### config.mk
export PLATFORM = sky130hd
export DESIGN_NAME = lpc_ctrl
export DESIGN_NICKNAME = d
export VERILOG_FILES = /design/src/rtl/lpc_pkg.sv /design/src/rtl/lpc_sync.sv /design/src/rtl/lpc_ctrl.sv
export SDC_FILE = /design/constraint.sdc
export NUM_CORES = 1
export LEC_CHECK = 0
export BUFFER_PORTS_ARGS = -buffer_cell sky130_fd_sc_hd__buf_4
export CORE_MARGIN = 2
export CORE_UTILIZATION = 39
export CTS_CLUSTER_SIZE = 30
export DETAILED_ROUTE_END_ITERATION = 10
export PLACE_DENSITY = 0.74
export SLEW_MARGIN = 20
export SYNTH_ARGS = -nofsm -noshare
export SYNTH_HDL_FRONTEND = slang
export SYNTH_SLANG_ARGS = --single-unit
### constraint.sdc
create_clock -name mclk -period 1.5 [get_ports mclk]
set_input_delay 0.15 -clock mclk [delete_from_list [all_inputs] [get_ports mclk]]
set_output_delay 0.15 -clock mclk [all_outputs]
set_load 0.01 [all_outputs]
### src/rtl/lpc_pkg.sv
// Constants, encodings and behaviour summary for the low-power mode controller
//
// Behaviour
// - A wait-for-interrupt with standby_select_bit at 0 enters sleep.
// - Snooze is entered only from standby on a snooze trigger, select at 1.
// - Sleep ends on any interrupt or any reset available in sleep.
// - Standby and snooze end only on their wake interrupts or a reset.
// - Interrupt wake returns to execution; reset wake goes to reset state.
// - With subclock_select_bit at 0, mode field 11b/10b/01b is high/mid/low.
// - With subclock_select_bit at 1 the speed mode is subclock-speed.
// - All oscillators in high/mid; no main osc in low; only LOCO/sub in sub.
// - Clock ceilings 32/24/2 MHz and 32.768 kHz; no flash P/E in low/sub.
// - In sleep the core halts while peripherals and clocks keep running.
// - Standby stops core, most peripherals and clocks; snooze lets some run.
package lpc_pkg;

  // Low-power state
  typedef enum logic [1:0] {
    LPC_RUN,
    LPC_SLEEP,
    LPC_STANDBY,
    LPC_SNOOZE
  } lpc_state_t;

  // Operating power mode field encodings
  localparam logic [1:0] LPC_MODE_HIGH = 2'h3;
  localparam logic [1:0] LPC_MODE_MID = 2'h2;
  localparam logic [1:0] LPC_MODE_LOW = 2'h1;

  // Speed mode reported to the clock generator
  localparam logic [1:0] LPC_SPD_SUB = 2'h0;
  localparam logic [1:0] LPC_SPD_LOW = 2'h1;
  localparam logic [1:0] LPC_SPD_MID = 2'h2;
  localparam logic [1:0] LPC_SPD_HIGH = 2'h3;

  // Oscillator permit vector bits: hoco, moco, loco, main, sub
  localparam int LPC_OSC_HOCO = 4;
  localparam int LPC_OSC_MOCO = 3;
  localparam int LPC_OSC_LOCO = 2;
  localparam int LPC_OSC_MAIN = 1;
  localparam int LPC_OSC_SUB = 0;
  localparam logic [4:0] LPC_OSC_ALL = 5'h1F;
  localparam logic [4:0] LPC_OSC_NOMAIN = 5'h1D;
  localparam logic [4:0] LPC_OSC_SUBONLY = 5'h05;

  // Core clock ceilings in Hz
  localparam logic [25:0] LPC_FMAX_HIGH = 26'h1E84800;
  localparam logic [25:0] LPC_FMAX_MID = 26'h16E3600;
  localparam logic [25:0] LPC_FMAX_LOW = 26'h01E8480;
  localparam logic [25:0] LPC_FMAX_SUB = 26'h0008000;

  // Reset values
  localparam lpc_state_t LPC_STATE_RST = LPC_RUN;
  localparam logic [1:0] LPC_SPD_RST = LPC_SPD_HIGH;

endpackage : lpc_pkg

### src/rtl/lpc_sync.sv
// Three-stage input synchroniser with agreement of the last two stages
`timescale 1ns/10ps
`default_nettype none
module lpc_sync #(
  parameter int W = 1
) (
  // Clock and reset
  input wire logic mclk,
  input wire logic reset_n,
  // Data
  input wire logic [W-1:0] din,
  output logic [W-1:0] dout
);

  // All state of the synchroniser
  typedef struct packed {
    logic [W-1:0] s1;
    logic [W-1:0] s2;
    logic [W-1:0] s3;
    logic [W-1:0] q;
  } lpc_sync_regs_t;

  lpc_sync_regs_t r;
  lpc_sync_regs_t next_r;

  // Stage one is read only by stage two; per bit a change is accepted
  // once stages two and three agree, so a late settle is not seen twice
  always_comb begin
    next_r.s1 = din;
    next_r.s2 = r.s1;
    next_r.s3 = r.s2;
    next_r.q = (r.s2 & r.s3) | (r.q & (r.s2 | r.s3));
  end

  // Stage registers
  always_ff @(posedge mclk or negedge reset_n) begin
    if (!reset_n) begin
      r <= '0;
    end else begin
      r <= next_r;
    end
  end

  assign dout = r.q;

endmodule : lpc_sync
`default_nettype wire

### src/rtl/lpc_ctrl.sv
// Low-power mode controller: mode sequencing and power mode selection
`timescale 1ns/10ps
`default_nettype none
module lpc_ctrl (
  // Clock and reset
  input wire logic mclk,
  input wire logic reset_n,
  // Core side, same clock
  input wire logic wfi_exec,
  input wire logic standby_select_bit,
  input wire logic [1:0] operating_power_mode_reg,
  input wire logic subclock_select_bit,
  // Wake and snooze sources, asynchronous
  input wire logic irq_any,
  input wire logic irq_standby_wake,
  input wire logic snooze_req,
  input wire logic lpm_reset_req,
  // Core control
  output logic core_halt,
  output logic wake_irq,
  output logic wake_reset,
  output logic [1:0] lp_state,
  // Clock generator side
  output logic periph_clk_en,
  output logic snooze_clk_en,
  output logic [1:0] speed_mode,
  output logic [4:0] osc_permit,
  output logic [25:0] core_clock_max_hz,
  output logic flash_pe_allow
);

  // All state of the controller
  typedef struct packed {
    lpc_pkg::lpc_state_t st;
    logic wake_irq;
    logic wake_reset;
    logic [1:0] spd;
  } lpc_regs_t;

  lpc_regs_t r;
  lpc_regs_t next_r;
  logic [3:0] sync_out;
  logic s_irq, s_swake, s_snz, s_rst;

  // Asynchronous wake sources cross through four flops
  lpc_sync #(.W(4)) u_sync (
    .mclk(mclk),
    .reset_n(reset_n),
    .din({irq_any, irq_standby_wake, snooze_req, lpm_reset_req}),
    .dout(sync_out)
  );
  assign {s_irq, s_swake, s_snz, s_rst} = sync_out;

  // Speed mode decode; reserved 00b with subclock off is held as low-speed
  function automatic logic [1:0] lpc_speed(input logic sub,
                                           input logic [1:0] fld);
    if (sub) lpc_speed = lpc_pkg::LPC_SPD_SUB;
    else if (fld == lpc_pkg::LPC_MODE_HIGH) lpc_speed = lpc_pkg::LPC_SPD_HIGH;
    else if (fld == lpc_pkg::LPC_MODE_MID) lpc_speed = lpc_pkg::LPC_SPD_MID;
    else lpc_speed = lpc_pkg::LPC_SPD_LOW;
  endfunction : lpc_speed

  // Next-state logic
  always_comb begin
    next_r = r;
    next_r.wake_irq = 1'b0;
    next_r.wake_reset = 1'b0;
    next_r.spd = lpc_speed(subclock_select_bit, operating_power_mode_reg);
    case (r.st)
      lpc_pkg::LPC_RUN: begin
        if (wfi_exec) begin
          // Select bit chooses sleep or standby
          if (standby_select_bit) next_r.st = lpc_pkg::LPC_STANDBY;
          else next_r.st = lpc_pkg::LPC_SLEEP;
        end
      end
      lpc_pkg::LPC_SLEEP: begin
        // Reset takes priority over an interrupt in the same cycle
        if (s_rst) begin
          next_r.st = lpc_pkg::LPC_RUN;
          next_r.wake_reset = 1'b1;
        end else if (s_irq) begin
          next_r.st = lpc_pkg::LPC_RUN;
          next_r.wake_irq = 1'b1;
        end
      end
      lpc_pkg::LPC_STANDBY, lpc_pkg::LPC_SNOOZE: begin
        if (s_rst) begin
          next_r.st = lpc_pkg::LPC_RUN;
          next_r.wake_reset = 1'b1;
        end else if (s_swake) begin
          next_r.st = lpc_pkg::LPC_RUN;
          next_r.wake_irq = 1'b1;
        end else if (r.st == lpc_pkg::LPC_STANDBY && s_snz &&
                     standby_select_bit) begin
          next_r.st = lpc_pkg::LPC_SNOOZE;
        end
      end
      default: next_r.st = lpc_pkg::LPC_RUN;
    endcase
  end

  // State register
  always_ff @(posedge mclk or negedge reset_n) begin
    if (!reset_n) begin
      r.st <= lpc_pkg::LPC_STATE_RST;
      r.wake_irq <= 1'b0;
      r.wake_reset <= 1'b0;
      r.spd <= lpc_pkg::LPC_SPD_RST;
    end else begin
      r <= next_r;
    end
  end

  // Core and peripheral gating; sleep keeps the peripheral clock alive
  assign core_halt = (r.st != lpc_pkg::LPC_RUN);
  assign periph_clk_en = (r.st == lpc_pkg::LPC_RUN) ||
                         (r.st == lpc_pkg::LPC_SLEEP);
  assign snooze_clk_en = (r.st == lpc_pkg::LPC_SNOOZE);
  assign wake_irq = r.wake_irq;
  assign wake_reset = r.wake_reset;
  assign lp_state = r.st;
  assign speed_mode = r.spd;

  // Oscillator permits, ceiling and flash P/E; limits only, software sets
  // actual dividers (no power saving otherwise)
  always_comb begin
    case (r.spd)
      lpc_pkg::LPC_SPD_HIGH: begin
        osc_permit = lpc_pkg::LPC_OSC_ALL;
        core_clock_max_hz = lpc_pkg::LPC_FMAX_HIGH;
        flash_pe_allow = 1'b1;
      end
      lpc_pkg::LPC_SPD_MID: begin
        osc_permit = lpc_pkg::LPC_OSC_ALL;
        core_clock_max_hz = lpc_pkg::LPC_FMAX_MID;
        flash_pe_allow = 1'b1;
      end
      lpc_pkg::LPC_SPD_LOW: begin
        osc_permit = lpc_pkg::LPC_OSC_NOMAIN;
        core_clock_max_hz = lpc_pkg::LPC_FMAX_LOW;
        flash_pe_allow = 1'b0;
      end
      default: begin
        osc_permit = lpc_pkg::LPC_OSC_SUBONLY;
        core_clock_max_hz = lpc_pkg::LPC_FMAX_SUB;
        flash_pe_allow = 1'b0;
      end
    endcase
  end

  // Checks
  property p_wfi_sleep;
    @(posedge mclk) disable iff (!reset_n)
    (r.st == lpc_pkg::LPC_RUN && wfi_exec && !standby_select_bit)
      |=> lp_state == lpc_pkg::LPC_SLEEP;
  endproperty
  a_wfi_sleep: assert property (p_wfi_sleep) else $error("no sleep");

  property p_wfi_sby;
    @(posedge mclk) disable iff (!reset_n)
    (r.st == lpc_pkg::LPC_RUN && wfi_exec && standby_select_bit)
      |=> lp_state == lpc_pkg::LPC_STANDBY;
  endproperty
  a_wfi_sby: assert property (p_wfi_sby) else $error("no standby");

  property p_snz_src;
    @(posedge mclk) disable iff (!reset_n)
    $changed(lp_state) && lp_state == lpc_pkg::LPC_SNOOZE
      |-> $past(lp_state) == lpc_pkg::LPC_STANDBY;
  endproperty
  a_snz_src: assert property (p_snz_src) else $error("bad snooze");

  property p_sleep_wake;
    @(posedge mclk) disable iff (!reset_n)
    (r.st == lpc_pkg::LPC_SLEEP && (s_irq || s_rst))
      |=> lp_state == lpc_pkg::LPC_RUN && (wake_irq || wake_reset);
  endproperty
  a_sleep_wake: assert property (p_sleep_wake) else $error("sleep stuck");

  property p_sby_hold;
    @(posedge mclk) disable iff (!reset_n)
    (r.st == lpc_pkg::LPC_STANDBY && !s_swake && !s_rst)
      |=> lp_state != lpc_pkg::LPC_RUN;
  endproperty
  a_sby_hold: assert property (p_sby_hold) else $error("early wake");

  property p_rst_pri;
    @(posedge mclk) disable iff (!reset_n)
    (r.st != lpc_pkg::LPC_RUN && s_rst) |=> wake_reset && !wake_irq;
  endproperty
  a_rst_pri: assert property (p_rst_pri) else $error("reset wake");

  property p_sub;
    @(posedge mclk) disable iff (!reset_n)
    subclock_select_bit |=> speed_mode == lpc_pkg::LPC_SPD_SUB &&
      osc_permit == lpc_pkg::LPC_OSC_SUBONLY;
  endproperty
  a_sub: assert property (p_sub) else $error("sub mode");

  property p_high;
    @(posedge mclk) disable iff (!reset_n)
    (!subclock_select_bit && operating_power_mode_reg == 2'h3)
      |=> core_clock_max_hz == lpc_pkg::LPC_FMAX_HIGH && flash_pe_allow;
  endproperty
  a_high: assert property (p_high) else $error("high mode");

  property p_halt;
    @(posedge mclk) disable iff (!reset_n)
    (lp_state == lpc_pkg::LPC_SLEEP) |-> core_halt && periph_clk_en;
  endproperty
  a_halt: assert property (p_halt) else $error("sleep gating");

  c_sleep: cover property (@(posedge mclk) r.st == lpc_pkg::LPC_SLEEP
    ##1 r.st == lpc_pkg::LPC_RUN);
  c_snooze: cover property (@(posedge mclk) r.st == lpc_pkg::LPC_SNOOZE);
  c_sby_wake: cover property (@(posedge mclk) r.st == lpc_pkg::LPC_STANDBY
    ##1 wake_irq);

endmodule : lpc_ctrl
`default_nettype wire

==> flow_metrics.tcl <==
set metrics [dict create \
    fin_total_pwr_mw 1.29 \
    r2r_slack_ns 0.32 \
    p_leak_nw 0.686 \
    ir_worst_vdd_uv 604 \
    path_delay_family "flip-flops" \
    syn_inst 80 \
    remaining_drc_errors 0 \
    ant_nets 0 \
    dieHeight_um 53.5 \
    finalCritPeriodShare_pct 114 \
    placed_cells 134 \
    ys_seq_elements 22 \
    die-area_um2 2860 \
    grt_pass1_vias 627 \
    cap_violations 0 \
    grt_max_degree 23 \
    timing.fmax_mhz 585 \
    worstPathArrival_ns 1.56 \
    final_cells 151 \
    antenna_found_initial 0 \
    critPathKind "flop to output port" \
    cp-start-kind "flop" \
    clock_sinks 22 \
    final_cell_mix "38 x buf_4, 20 x dfrtp_1, 12 x conb_1, 8 x buf_6, 7 x dlygate4sd3_1" \
    pin_count 52 \
    syn_avg_cell_area_um2 11.9 \
    clkTransAtPathRegs_ns 0.11 \
    setup_ws_ns -0.210 \
    htree_levels 1 \
    grt_pass1_wl_um 2640 \
    avgRoutedWirePerCell_um 11.8 \
    cpMaxStageDelayCell "dfstp_2" \
    synth_cell_type_count 20 \
    worstSkewPairLatency_ns 0.30 \
    clockBufferDepth 2 \
    final_layout_size_suffix_gt1_share_pct 52.8 \
    gp_congestion 0.808 \
    final_nets 139 \
    cts_buffers 3 \
    place_ws_ns 0.0578 \
    slew_violations 0 \
    worst_clock_skew_ns 0.00428 \
    rows 17 \
    ys_seq_area_share_pct 57.9 \
    cts_root_buf "clkbuf_4" \
    vias_per_cell 4.50 \
    die_x_um 53.5 \
    n_fill_cell 174 \
    worstHoldPathType "input port to flop" \
    violations "setup timing" \
    tns_ns -1.44 \
    crit_fanout 4 \
    fin_crit_ns 1.71 \
    power_density_nw_per_um2 940 \
    coreArea_um2 2250 \
    via_count 679 \
    first_iter_violations 4 \
    layout_commonest_cell "buf_4" \
    critical_path_required_ns 1.35 \
    hold_viol_final 0 \
    status "finished with violations" \
    wl_um 1790 \
    final_util_pct 61.0 \
    overflow 0 \
    syn_to_final_growth_pct 43.8 \
    start_util_pct 42.4 \
    dr.pass1.iters 4 \
    crit_path_max_incr_delay_ns 0.56 \
    insertedDiodeCount 0 \
    port_buffers 39 \
    synth_area_um2 956 \
    cp-end-kind "output port" \
    cts_tree "done" \
    dp_hpwl_um 1170 \
    grt.total_usage_pct 13.3 \
    rsz0062_at_grt "true" \
    setup_violations 13 \
    critPathBufInv 2 \
    crit_chain "inv_2 > ha_4 > or2_4 > and2_4 > buf_6" \
    ys_warn_count 0 \
]
-- repair_timing --
item                       CTS  global route
pin swaps                    2             1
gates resized for setup     11             4
buffers inserted             5             2
setup endpoints to repair   12            19
hold endpoints to repair    28             0
hold buffers                 7             0
gates cloned                 0             0
-- worst reg2reg max path: stages (launching register included) --
cell	delay, ns
dfrtp_1	0.48
inv_2	0.07
or3_1	0.40
o22ai_1	0.16
-- state kept, by name, indices dropped and copies added, names as in the netlist --
signal / count
u_sync.r: 4
lp_state: 2
u_sync.next_r: 8
u_sync.dout: 4
speed_mode: 2
wake_irq: 1
wake_reset: 1
-- routing by layer --
metal | share of wire [%] | track usage, % | routed length, um
met1 | 36 | 12.1 | 641
met3 | 8.5 | 2.26 | 152
met4 | 1.5 | 8.97 | 26
met5 | 0 | 0 | 0
met2 | 54 | 26.1 | 966
-- synth_stat cells (all sizes together) --
cell type,count,area share (%)
inv,5,2.0
nand2,2,0.79
dfstp,2,5.5
o21ai,1,0.52
a21oi,4,2.1
conb,2,0.79
maj3,4,4.2
nor3b,1,0.79
or2,3,2.0
ha,4,5.2
buf,24,19
or3,1,0.65
o22ai,1,0.65
nor2b,1,0.65
dfrtp,20,52
and2,3,2.1
nand3,1,0.52
nor2,1,0.39
-- path summary, 6_finish.rpt --
path / start / to / cells past startpoint
hold / removal: operating_power_mode_reg[1] / speed_mode[1]$_DFF_PN1_ / 2
min in group asynchronous: reset_n / u_sync.next_r[4]$_DFF_PN0_ / 2
max in group asynchronous: reset_n / speed_mode[0]$_DFF_PN1_ / 2
setup / recovery: speed_mode[0]$_DFF_PN1_ / core_clock_max_hz[22] / 5
hold reg to reg: u_sync.next_r[11]$_DFF_PN0_ / u_sync.next_r[7]$_DFF_PN0_ / 0
setup reg to reg: lp_state[1]$_DFFE_PN0P_ / lp_state[0]$_DFFE_PN0P_ / 3
-- stage by stage --
step           instance area (um^2)  hold WS [ns]
2_1_floorplan                  1010        -0.146
3_3_place_gp                   1170        0.0434
3_5_place_dp                   1170        0.0476
4_1_cts                        1350        0.0571
5_1_grt                        1380        0.0604
6_report                       1380        0.0731
-- kinds of logic (layout without fill, tap and decap cells) --
kind of cell,Yosys count,count (layout),synth area share [%]
AOI/OAI and AO/OA,6,6,3.27
and+or+nand+nor,13,13,7.85
DFF,22,22,57.9
adders and majority gates,8,8,9.42
other,2,12,0.786
buffers and inverters,29,62,20.8
-- area by class of cell --
type | count | area, um^2 | share of cell area [%]
Sequential cell | 22 | 553 | 40.2
Clock buffer | 4 | 36.3 | 2.64
Tap cell | 28 | 35.0 | 2.55
Inverter | 5 | 18.8 | 1.36
Timing Repair Buffer | 53 | 445 | 32.4
Multi-Input combinational cell | 39 | 287 | 20.8
-- power breakdown --
part / internal, mW / total (mW) / switching, mW
clock network: 0.148 / 0.318 / 0.170
logic: 0.166 / 0.303 / 0.137
registers: 0.639 / 0.672 / 0.0327
total: 0.953 / 1.29 / 0.340
Power figures use the tool's default switching activity.
